<file path="config.mk">
export PLATFORM = sky130hd
export DESIGN_NAME = ehm_core
export DESIGN_NICKNAME = d
export VERILOG_FILES = /design/src/hdl/ehm_pkg.sv /design/src/hdl/ehm_core.sv
export SDC_FILE = /design/constraint.sdc
export NUM_CORES = 2
export LEC_CHECK = 0
export BUFFER_PORTS_ARGS = -buffer_cell sky130_fd_sc_hd__buf_2
export CAP_MARGIN = 10
export CORE_UTILIZATION = 40
export DETAILED_ROUTE_END_ITERATION = 10
export PLACE_DENSITY = 0.61
export SETUP_SLACK_MARGIN = 0.4
export SYNTH_ARGS = -nofsm -noshare
export SYNTH_HDL_FRONTEND = slang
export SYNTH_SLANG_ARGS = --single-unit
</file>
<file path="constraint.sdc">
create_clock -name clk_i -period 11.53 [get_ports clk_i]
set_clock_uncertainty 0.2 [all_clocks]
set_input_delay 1.153 -clock clk_i [delete_from_list [all_inputs] [get_ports clk_i]]
set_output_delay 1.153 -clock clk_i [all_outputs]
set_load 0.005 [all_outputs]
</file>
<file path="src/hdl/ehm_pkg.sv">
/*
 * Package for the even half-word vector multiplier: opcodes, field
 * positions, saturation constants, register offsets and reset values.
 * Assumes a 32-bit classic Wishbone master for status and interrupt access.
 */
package ehm_pkg;
   localparam logic [5:0] PRIMARY_OP = 6'h04;
   // Extended opcodes
   localparam logic [10:0] XO_GUMIAN = 11'h5a8;
   localparam logic [10:0] XO_GSMFAA = 11'h52b;
   localparam logic [10:0] XO_GSMFAN = 11'h5ab;
   localparam logic [10:0] XO_GSMIAA = 11'h529;
   localparam logic [10:0] XO_GSMIAN = 11'h5a9;
   localparam logic [10:0] XO_GUMIAA = 11'h528;
   localparam logic [10:0] XO_SMF = 11'h40b;
   localparam logic [10:0] XO_SMFA = 11'h42b;
   localparam logic [10:0] XO_SMFAAW = 11'h50b;
   localparam logic [10:0] XO_SMFANW = 11'h58b;
   localparam logic [10:0] XO_SMI = 11'h409;
   localparam logic [10:0] XO_SMIA = 11'h429;
   localparam logic [10:0] XO_SMIAAW = 11'h509;
   localparam logic [10:0] XO_SMIANW = 11'h589;
   localparam logic [10:0] XO_SSF = 11'h403;
   localparam logic [10:0] XO_SSFA = 11'h423;
   // Operand lanes: high lane bits 0..15 (MSB numbering) = [63:48]
   localparam int HI_LANE_LSB = 48;
   localparam int LO_LANE_LSB = 16;
   localparam logic [31:0] MAX_FRAC = 32'h7fffffff;
   localparam logic [63:0] ACC_RST = 64'h0;
   // Wishbone register byte offsets
   localparam logic [3:0] OFS_ACC_HI = 4'h0;
   localparam logic [3:0] OFS_ACC_LO = 4'h4;
   localparam logic [3:0] OFS_STATUS = 4'h8;
   localparam logic [3:0] OFS_MASK = 4'hc;
   // Status bit positions
   localparam int BIT_OVH = 0;
   localparam int BIT_OVL = 1;
   localparam int BIT_HI_STICKY = 2;
   localparam int BIT_LO_STICKY = 3;
   localparam int BIT_EVT_SAT = 4;
   localparam int BIT_EVT_ILL = 5;
   localparam logic [5:0] MASK_RST = 6'h00;
   typedef enum logic [1:0] {
      EHM_IDLE = 2'b00,
      EHM_ACK = 2'b01
   } ehm_bus_t;
endpackage

</file>
<file path="src/hdl/ehm_core.sv">
/*
 * Even half-word vector multiply datapath with accumulator, overflow flags,
 * Wishbone status/mask registers and one level interrupt.
 * Assumes decode presents one operation per issue_i pulse, synchronous to clk_i.
 */
// Function
// [RL1] Unsigned guarded negative accumulate, 64-bit wrap
// [RL2] Guarded forms wrap, flags left untouched
// [RL3] Fractional products shifted, destination only
// [RL4] Fractional products to destination and accumulator
// [RL5] Fractional add into accumulator words
// [RL6] Fractional subtract from accumulator words
// [RL7] Integer products to destination only
// [RL8] Integer products copied to accumulator
// [RL9] Integer add into accumulator words
// [RL10] Integer subtract from accumulator words
// [RL11] Minus one squared saturates to max fraction
// [RL12] Lane flags written, sticky flags ORed
// [RL13] Decode supplies opcode 4 and fields
// [RL14] Operands from bits 0-15 and 32-47
`timescale 1ns/1ps
module ehm_core (
   // Clock and reset
   input wire logic clk_i,
   input wire logic rst_b_i,
   // Decode issue
   input wire logic issue_i,
   input wire logic [5:0] primary_op_i,
   input wire logic [4:0] rd_idx_i,
   input wire logic [10:0] ext_op_i,
   input wire logic [63:0] src_a_i,
   input wire logic [63:0] src_b_i,
   // Result
   output logic res_valid_o,
   output logic [4:0] res_rd_o,
   output logic [63:0] res_data_o,
   output logic illegal_o,
   output logic [63:0] vector_accumulator_o,
   output logic low_lane_overflow_flag_o,
   output logic high_lane_overflow_o,
   output logic low_lane_sticky_overflow_o,
   output logic high_lane_sticky_overflow_o,
   // Wishbone slave
   input wire logic wb_cyc_i,
   input wire logic wb_stb_i,
   input wire logic wb_we_i,
   input wire logic [3:0] wb_adr_i,
   input wire logic [3:0] wb_sel_i,
   input wire logic [31:0] wb_dat_i,
   output logic [31:0] wb_dat_o,
   output logic wb_ack_o,
   // Interrupt
   output logic irq_o
);
   typedef struct packed {
      logic [63:0] acc;
      logic [63:0] res;
      logic [4:0] rd;
      logic vld;
      logic ill;
      logic [5:0] stat;
      logic [5:0] mask;
      logic [31:0] rdat;
      logic ack;
      logic irq;
   } ehm_state_t;

   ehm_state_t st_r;
   ehm_state_t st_nxt;

   logic [15:0] ah, al, bh, bl;
   logic signed [31:0] ph, pl;
   logic [31:0] pu;
   logic [32:0] fh, fl;
   logic movh, movl;
   logic [31:0] frh, frl, sth, stl;
   logic [64:0] gdiff;
   logic [63:0] gext;
   logic [32:0] wh, wl;
   logic legal;
   logic sat_op;
   logic ovh_new, ovl_new;

   localparam int HI_LANE_LSB_S = ehm_pkg::HI_LANE_LSB;
   localparam int LO_LANE_LSB_S = ehm_pkg::LO_LANE_LSB;

   always_comb begin
      // Even half-words of each lane [RL14]
      ah = src_a_i[HI_LANE_LSB_S +: 16];
      al = src_a_i[LO_LANE_LSB_S +: 16];
      bh = src_b_i[HI_LANE_LSB_S +: 16];
      bl = src_b_i[LO_LANE_LSB_S +: 16];
   end

   always_comb begin
      ph = $signed(ah) * $signed(bh);
      pl = $signed(al) * $signed(bl);
      pu = al * bl;
      fh = {ph, 1'b0}; // [RL3]
      fl = {pl, 1'b0};
      movh = fh[32] ^ fh[31]; // [RL11]
      movl = fl[32] ^ fl[31];
      frh = fh[31:0];
      frl = fl[31:0];
      sth = movh ? ehm_pkg::MAX_FRAC : frh; // [RL11]
      stl = movl ? ehm_pkg::MAX_FRAC : frl;
   end

   always_comb begin
      st_nxt = st_r;
      legal = 1'b1;
      sat_op = 1'b0;
      gext = 64'h0;
      gdiff = 65'h0;
      wh = 33'h0;
      wl = 33'h0;
      ovh_new = 1'b0;
      ovl_new = 1'b0;
      st_nxt.vld = 1'b0;
      st_nxt.ill = 1'b0;
      st_nxt.ack = 1'b0;
      if (issue_i) begin
         st_nxt.vld = 1'b1;
         st_nxt.rd = rd_idx_i;
         legal = (primary_op_i == ehm_pkg::PRIMARY_OP); // [RL13]
         if (legal) begin
            case (ext_op_i)
               ehm_pkg::XO_GUMIAN, ehm_pkg::XO_GUMIAA: begin
                  gext = {32'h0, pu};
                  gdiff = (ext_op_i == ehm_pkg::XO_GUMIAN) ? {1'b0, st_r.acc} - {1'b0, gext}
                                                          : {1'b0, st_r.acc} + {1'b0, gext}; // [RL1]
               end
               ehm_pkg::XO_GSMFAA, ehm_pkg::XO_GSMFAN: begin
                  gext = {{31{fl[32]}}, fl};
                  gdiff = (ext_op_i == ehm_pkg::XO_GSMFAN) ? {1'b0, st_r.acc} - {1'b0, gext}
                                                          : {1'b0, st_r.acc} + {1'b0, gext};
               end
               ehm_pkg::XO_GSMIAA, ehm_pkg::XO_GSMIAN: begin
                  gext = {{32{pl[31]}}, pl};
                  gdiff = (ext_op_i == ehm_pkg::XO_GSMIAN) ? {1'b0, st_r.acc} - {1'b0, gext}
                                                          : {1'b0, st_r.acc} + {1'b0, gext};
               end
               ehm_pkg::XO_SMF, ehm_pkg::XO_SMFA: begin
                  st_nxt.res = {frh, frl}; // [RL3]
                  if (ext_op_i == ehm_pkg::XO_SMFA) st_nxt.acc = {frh, frl}; // [RL4]
               end
               ehm_pkg::XO_SMFAAW, ehm_pkg::XO_SMFANW: begin
                  if (ext_op_i == ehm_pkg::XO_SMFAAW) begin
                     wh = {1'b0, st_r.acc[63:32]} + {1'b0, frh}; // [RL5]
                     wl = {1'b0, st_r.acc[31:0]} + {1'b0, frl};
                  end else begin
                     wh = {1'b0, st_r.acc[63:32]} - {1'b0, frh}; // [RL6]
                     wl = {1'b0, st_r.acc[31:0]} - {1'b0, frl};
                  end
                  st_nxt.res = {wh[31:0], wl[31:0]};
                  st_nxt.acc = {wh[31:0], wl[31:0]};
               end
               ehm_pkg::XO_SMI, ehm_pkg::XO_SMIA: begin
                  st_nxt.res = {ph, pl}; // [RL7]
                  if (ext_op_i == ehm_pkg::XO_SMIA) st_nxt.acc = {ph, pl}; // [RL8]
               end
               ehm_pkg::XO_SMIAAW, ehm_pkg::XO_SMIANW: begin
                  if (ext_op_i == ehm_pkg::XO_SMIAAW) begin
                     wh = {1'b0, st_r.acc[63:32]} + {1'b0, ph}; // [RL9]
                     wl = {1'b0, st_r.acc[31:0]} + {1'b0, pl};
                  end else begin
                     wh = {1'b0, st_r.acc[63:32]} - {1'b0, ph}; // [RL10]
                     wl = {1'b0, st_r.acc[31:0]} - {1'b0, pl};
                  end
                  st_nxt.res = {wh[31:0], wl[31:0]};
                  st_nxt.acc = {wh[31:0], wl[31:0]};
               end
               ehm_pkg::XO_SSF, ehm_pkg::XO_SSFA: begin
                  sat_op = 1'b1;
                  ovh_new = movh;
                  ovl_new = movl;
                  st_nxt.res = {sth, stl}; // [RL11]
                  if (ext_op_i == ehm_pkg::XO_SSFA) st_nxt.acc = {sth, stl};
               end
               default: legal = 1'b0;
            endcase
            // Guarded forms: low 64 bits, flags untouched [RL2]
            if (gext != 64'h0 || ext_op_i inside {ehm_pkg::XO_GUMIAN, ehm_pkg::XO_GUMIAA,
                ehm_pkg::XO_GSMFAA, ehm_pkg::XO_GSMFAN, ehm_pkg::XO_GSMIAA, ehm_pkg::XO_GSMIAN}) begin
               st_nxt.res = gdiff[63:0];
               st_nxt.acc = gdiff[63:0];
            end
         end
         st_nxt.ill = ~legal;
         // Refused ops raise no result strobe
         st_nxt.vld = legal;
         if (sat_op) begin
            // Lane flags overwritten, sticky flags only set [RL12]
            st_nxt.stat[ehm_pkg::BIT_OVH] = ovh_new;
            st_nxt.stat[ehm_pkg::BIT_OVL] = ovl_new;
            st_nxt.stat[ehm_pkg::BIT_HI_STICKY] = st_r.stat[ehm_pkg::BIT_HI_STICKY] | ovh_new;
            st_nxt.stat[ehm_pkg::BIT_LO_STICKY] = st_r.stat[ehm_pkg::BIT_LO_STICKY] | ovl_new;
         end
      end
      // Wishbone: one wait state, ack for one cycle
      if (wb_cyc_i && wb_stb_i && !st_r.ack) begin
         st_nxt.ack = 1'b1;
         st_nxt.rdat = 32'h0;
         if (wb_adr_i == ehm_pkg::OFS_ACC_HI) st_nxt.rdat = st_r.acc[63:32];
         else if (wb_adr_i == ehm_pkg::OFS_ACC_LO) st_nxt.rdat = st_r.acc[31:0];
         else if (wb_adr_i == ehm_pkg::OFS_STATUS) st_nxt.rdat = {26'h0, st_r.stat};
         else if (wb_adr_i == ehm_pkg::OFS_MASK) st_nxt.rdat = {26'h0, st_r.mask};
      end
      // Mask write lands at the edge that sees ack, as the master expects
      if (wb_cyc_i && wb_stb_i && st_r.ack && wb_we_i && wb_sel_i[0] && wb_adr_i == ehm_pkg::OFS_MASK)
         st_nxt.mask = wb_dat_i[5:0];
      // Only events already returned are cleared, so none is lost; a same-cycle set wins
      if (wb_cyc_i && wb_stb_i && st_r.ack && !wb_we_i && wb_adr_i == ehm_pkg::OFS_STATUS)
         st_nxt.stat[ehm_pkg::BIT_EVT_ILL:ehm_pkg::BIT_EVT_SAT] =
            st_r.stat[ehm_pkg::BIT_EVT_ILL:ehm_pkg::BIT_EVT_SAT] &
            ~st_r.rdat[ehm_pkg::BIT_EVT_ILL:ehm_pkg::BIT_EVT_SAT];
      if (issue_i && sat_op && (ovh_new || ovl_new)) st_nxt.stat[ehm_pkg::BIT_EVT_SAT] = 1'b1;
      if (issue_i && !legal) st_nxt.stat[ehm_pkg::BIT_EVT_ILL] = 1'b1;
      st_nxt.irq = |(st_nxt.stat & st_nxt.mask);
   end

   always_ff @(posedge clk_i or negedge rst_b_i) begin
      if (!rst_b_i) begin
         st_r <= '0;
         st_r.acc <= ehm_pkg::ACC_RST;
         st_r.mask <= ehm_pkg::MASK_RST;
      end else begin
         st_r <= st_nxt;
      end
   end

   always_comb begin
      res_valid_o = st_r.vld;
      res_rd_o = st_r.rd;
      res_data_o = st_r.res;
      illegal_o = st_r.ill;
      vector_accumulator_o = st_r.acc;
      high_lane_overflow_o = st_r.stat[ehm_pkg::BIT_OVH];
      low_lane_overflow_flag_o = st_r.stat[ehm_pkg::BIT_OVL];
      high_lane_sticky_overflow_o = st_r.stat[ehm_pkg::BIT_HI_STICKY];
      low_lane_sticky_overflow_o = st_r.stat[ehm_pkg::BIT_LO_STICKY];
      wb_dat_o = st_r.rdat;
      wb_ack_o = st_r.ack;
      irq_o = st_r.irq;
   end

   // Assertions
   property p_gumian; // [RL1]
      @(posedge clk_i) disable iff (!rst_b_i)
      issue_i && primary_op_i == ehm_pkg::PRIMARY_OP && ext_op_i == ehm_pkg::XO_GUMIAN
      |=> res_data_o == $past(st_r.acc) - {32'h0, 32'($past(src_a_i[31:16])) * 32'($past(src_b_i[31:16]))};
   endproperty
   a_gumian: assert property (p_gumian) else $error("unsigned guarded negate wrong");
   property p_guard_flags; // [RL2]
      @(posedge clk_i) disable iff (!rst_b_i)
      issue_i && ext_op_i[10:8] == 3'b101 && ext_op_i[5:4] == 2'b10 |=> $stable(st_r.stat[3:0]);
   endproperty
   a_guard_flags: assert property (p_guard_flags) else $error("guarded form changed flags");
   property p_smf; // [RL3]
      @(posedge clk_i) disable iff (!rst_b_i)
      issue_i && primary_op_i == ehm_pkg::PRIMARY_OP && ext_op_i == ehm_pkg::XO_SMF
      |=> res_data_o[31:0] == {$past(pl[30:0]), 1'b0} && $stable(vector_accumulator_o);
   endproperty
   a_smf: assert property (p_smf) else $error("fractional product wrong");
   property p_smfa; // [RL4]
      @(posedge clk_i) disable iff (!rst_b_i)
      issue_i && primary_op_i == ehm_pkg::PRIMARY_OP && ext_op_i == ehm_pkg::XO_SMFA
      |=> vector_accumulator_o == res_data_o;
   endproperty
   a_smfa: assert property (p_smfa) else $error("accumulator not updated");
   property p_smfaaw; // [RL5]
      @(posedge clk_i) disable iff (!rst_b_i)
      issue_i && primary_op_i == ehm_pkg::PRIMARY_OP && ext_op_i == ehm_pkg::XO_SMFAAW
      |=> res_data_o[31:0] == $past(st_r.acc[31:0]) + $past(frl) && vector_accumulator_o == res_data_o;
   endproperty
   a_smfaaw: assert property (p_smfaaw) else $error("word accumulate wrong");
   property p_smfanw;
      @(posedge clk_i) disable iff (!rst_b_i)
      issue_i && primary_op_i == ehm_pkg::PRIMARY_OP && ext_op_i == ehm_pkg::XO_SMFANW
      |=> res_data_o[63:32] == $past(st_r.acc[63:32]) - $past(frh) && vector_accumulator_o == res_data_o;
   endproperty
   a_smfanw: assert property (p_smfanw) else $error("fractional word negate accumulate wrong"); // [RL6]
   property p_ill_quiet;
      @(posedge clk_i) disable iff (!rst_b_i)
      illegal_o |-> !res_valid_o;
   endproperty
   a_ill_quiet: assert property (p_ill_quiet) else $error("refused op gave a result"); // [RL13]
   property p_smianw; // [RL10]
      @(posedge clk_i) disable iff (!rst_b_i)
      issue_i && primary_op_i == ehm_pkg::PRIMARY_OP && ext_op_i == ehm_pkg::XO_SMIANW
      |=> res_data_o[63:32] == $past(st_r.acc[63:32]) - $past(ph);
   endproperty
   a_smianw: assert property (p_smianw) else $error("word negate accumulate wrong");
   property p_sat; // [RL11]
      @(posedge clk_i) disable iff (!rst_b_i)
      issue_i && primary_op_i == ehm_pkg::PRIMARY_OP && ext_op_i == ehm_pkg::XO_SSF
      && al == 16'h8000 && bl == 16'h8000 |=> res_data_o[31:0] == ehm_pkg::MAX_FRAC && low_lane_overflow_flag_o;
   endproperty
   a_sat: assert property (p_sat) else $error("saturation missing");
   property p_sticky; // [RL12]
      @(posedge clk_i) disable iff (!rst_b_i)
      high_lane_sticky_overflow_o |=> high_lane_sticky_overflow_o;
   endproperty
   a_sticky: assert property (p_sticky) else $error("sticky flag cleared");
   property p_ack;
      @(posedge clk_i) disable iff (!rst_b_i)
      wb_ack_o |=> !wb_ack_o;
   endproperty
   a_ack: assert property (p_ack) else $error("ack longer than one cycle");
   c_sat: cover property (@(posedge clk_i) disable iff (!rst_b_i) low_lane_overflow_flag_o);
   c_irq: cover property (@(posedge clk_i) disable iff (!rst_b_i) irq_o);
   c_ill: cover property (@(posedge clk_i) disable iff (!rst_b_i) illegal_o);
   c_guard: cover property (@(posedge clk_i) disable iff (!rst_b_i) issue_i && ext_op_i == ehm_pkg::XO_GUMIAN);
endmodule

</file>
==> results.json <==
{
  "status": "finished, final reports clean",
  "avgSynthCellArea_um2": 8.02,
  "final_cell_area_mm2": 0.0603,
  "grt_max_degree": 114,
  "vias": 49900,
  "cts.clk_slew.worst_paths_ns": 0.07,
  "grt_overflow_total": 0,
  "yosys.area_share.simple_pct": 17.5,
  "fin_crit_ns": 10.90,
  "die_h_um": 366,
  "synth_mux_area_share_pct": 0.702,
  "crit_top_cell": "fa_1",
  "synth_top_area_share_pct": 24.0,
  "boundaryPins": 369,
  "cp_slowest_cell": "fa_1",
  "hold_buffers": 0,
  "yosys_register_bits": 181,
  "avgRoutedWirePerCell_um": 22.5,
  "tightest_slew_ns": 1.22,
  "max-clock-path-buffers": 2,
  "numCtsBuffers": 17,
  "cts_root_buf": "clkbuf_16",
  "yosys.area.top_type": "fa_1",
  "multi_input_area_mm2": 0.0443,
  "drc": 0,
  "hold_viol": 0,
  "netlist_area_mm2": 0.0529,
  "die_area_mm2": 0.134,
  "slew_violations": 0,
  "start_util_pct": 40.3,
  "crit_required_ns": 11.69,
  "firstDrtPassIters": 6,
  "drive_above_1_share_pct": 16.0,
  "finalSetupViolCount": 0,
  "drv_cap": 0,
  "num-fill-cells": 13100,
  "placed_cell_area_mm2": 0.0585,
  "first_global_vias": 48500,
  "num_rows": 133,
  "ant_nets": 0,
  "h-tree-depth": 4,
  "crit_path_max_fanout": 8,
  "place_congestion": 1.05,
  "crit_type": "in -> reg",
  "cp_data_arrival_time_ns": 11.07,
  "synth_compound_area_share_pct": 19.6,
  "synth_nets": 7916,
  "cpPeakStageDelay_ns": 0.55,
  "yosys-top-cells-area": "fa_1, ha_1, dfrtp_1",
  "synth_xor_area_share_pct": 8.50,
  "synth_cell_types": 102,
  "core-area_mm2": 0.131,
  "drt-total-wl_um": 198000,
  "clk_latency_ns": 0.54,
  "drtIter0Drc": 4897,
  "rsz0062_at_grt": "no",
  "grt_pass1_wl_um": 298000,
  "r2r_slack_ns": 5.93,
  "synth_top_family_by_area": "adder cells",
  "crit_path_end_kind": "register",
  "yosys.area_share.adder_pct": 35.5,
  "cts.sinks": 181,
  "track_usage_pct": 28.9,
  "synth_edf_count": 0,
  "ff_latch_area_mm2": 0.00453,
  "port_buffers": 275,
  "cts_tree": "yes",
  "finalNetCount": 8330,
  "synthArstFlopShare_pct": 100,
  "ys_seq_area_share_pct": 8.56,
  "syn_inst": 6599,
  "start_kind": "input port",
  "relSlewSlack_pct": 17.3,
  "hpwl_um": 164000,
  "ys_warn_count": 0,
  "fmax_mhz": 91.7,
  "area_growth_pct": 13.9,
  "die_w_um": 366,
  "hp-class": "reg -> reg",
  "antenna_found_initial": 14,
  "period_share_pct": 94.6,
  "viasPerCell": 5.68,
  "synth_ff_type": "dfrtp_1"
}
==> final timing paths <==
kind | to | start | cells past startpoint
hold reg to reg | res_data_o[23] | res_data_o[23] | 2
min in group asynchronous | res_data_o[56] | rst_b_i | 1
setup / recovery | res_data_o[51] | src_a_i[23] | 43
setup reg to reg | res_data_o[62] | vector_accumulator_o[33] | 16
hold / removal | res_data_o[23] | res_data_o[23] | 2
max in group asynchronous | res_data_o[14] | rst_b_i | 2
==> layer usage <==
metal	vias to the layer above	track usage (%)	wire length (um)
li1	22900	-	-
met1	24400	40.7	86800
met2	2144	44.2	85200
met3	361	5.12	17900
met4	12	10.1	7610
met5	-	0	89
==> logic make-up (layout without fill, tap and decap cells) <==
family,count (synthesis),count (layout)
flip-flops,181,181
other,0,9
XOR/XNOR,512,512
AO/OA/AOI/OAI,1607,1607
adder cells (fa/ha/maj),1121,1121
buffers and inverters,1200,1627
multiplexers,35,35
AND/OR/NAND/NOR,1943,1943
==> synthesized netlist by cell type (23+ instances only) <==
library cell and count:
a211oi_1 43, a21o_1 178, a21oi_1 433, a221oi_1 62
a22oi_1 43, a31oi_1 69, and2_1 261, and3_1 29
buf_4 166, clkbuf_1 262, dfrtp_1 181, fa_1 634
ha_1 487, inv_1 748, nand2_1 770, nand2b_1 76
nand3_1 101, nand4_1 57, nor2_1 399, nor2b_1 45
nor3_1 62, nor4_1 25, o211ai_1 37, o21a_1 44
o21ai_0 385, o21bai_1 58, o221ai_1 30, o31ai_1 31
or3_1 23, xnor2_1 302, xor2_1 208
==> cells in the final DEF, fill, tap and decap left out, types with 76 or more instances in the layout <==
cell	Yosys	layout
dfrtp_1	181	181
fa_1	634	623
buf_4	166	555
xnor2_1	302	297
and2_1	261	257
buf_2	9	267
a21oi_1	433	408
ha_1	487	473
nand2b_1	76	76
nand2_1	770	762
inv_1	748	744
a21o_1	178	177
nor2_1	399	386
o21ai_0	385	370
nand3_1	101	99
xor2_1	208	204
==> critical path: cells and delay by family <==
kind            cells  cell delay (ns)
compound gates     14             3.07
xor+xnor            2             0.40
fa+ha+maj           9             3.91
buf+inv             8             1.00
simple gates       10             1.53
==> repair_timing <==
item	4_1_cts	5_1_grt
pin swaps	4	102
endpoints found under the setup margin	34	66
hold endpoints to repair	0	0
resized for setup	14	203
gates cloned	0	0
buffers inserted	0	20
==> registers in the layout, summed over array words and instances, names as in the netlist <==
signal and count:
wb_dat_o 32, st_r 8, low_lane_overflow_flag_o 1, res_rd_o 5, vector_accumulator_o 64, wb_ack_o 1
high_lane_sticky_overflow_o 1, low_lane_sticky_overflow_o 1, illegal_o 1, irq_o 1, res_valid_o 1, high_lane_overflow_o 1
res_data_o 64
==> through the flow <==
stage | setup TNS [ns] | setup slack, ns | hold slack, ns | std cells | util (%)
2_1_floorplan | 0 | 0.431 | 0.247 | 6599 | -
6_report | 0 | 0.626 | 0.276 | 8790 | 45.9
3_5_place_dp | -13.07 | -0.608 | 0.262 | 8727 | 44.5
4_1_cts | 0 | 0.400 | 0.282 | 8759 | 45.1
3_3_place_gp | -12.22 | -0.666 | 0.257 | 8727 | 44.5
5_1_grt | 0 | 0.381 | 0.299 | 8786 | 45.9
==> layout make-up <==
cell class,count,area share [%]
clock inverter,14,0.345
sequential,181,7.51
inverter,749,4.67
antenna,9,0.0374
clock buffer,18,0.712
multi-input combinational,5218,73.5
tap,1755,3.64
timing repair buffer,846,9.63
Power is not shown: default switching activity piles up to over one toggle a cycle in this logic, so the estimate is an artifact.
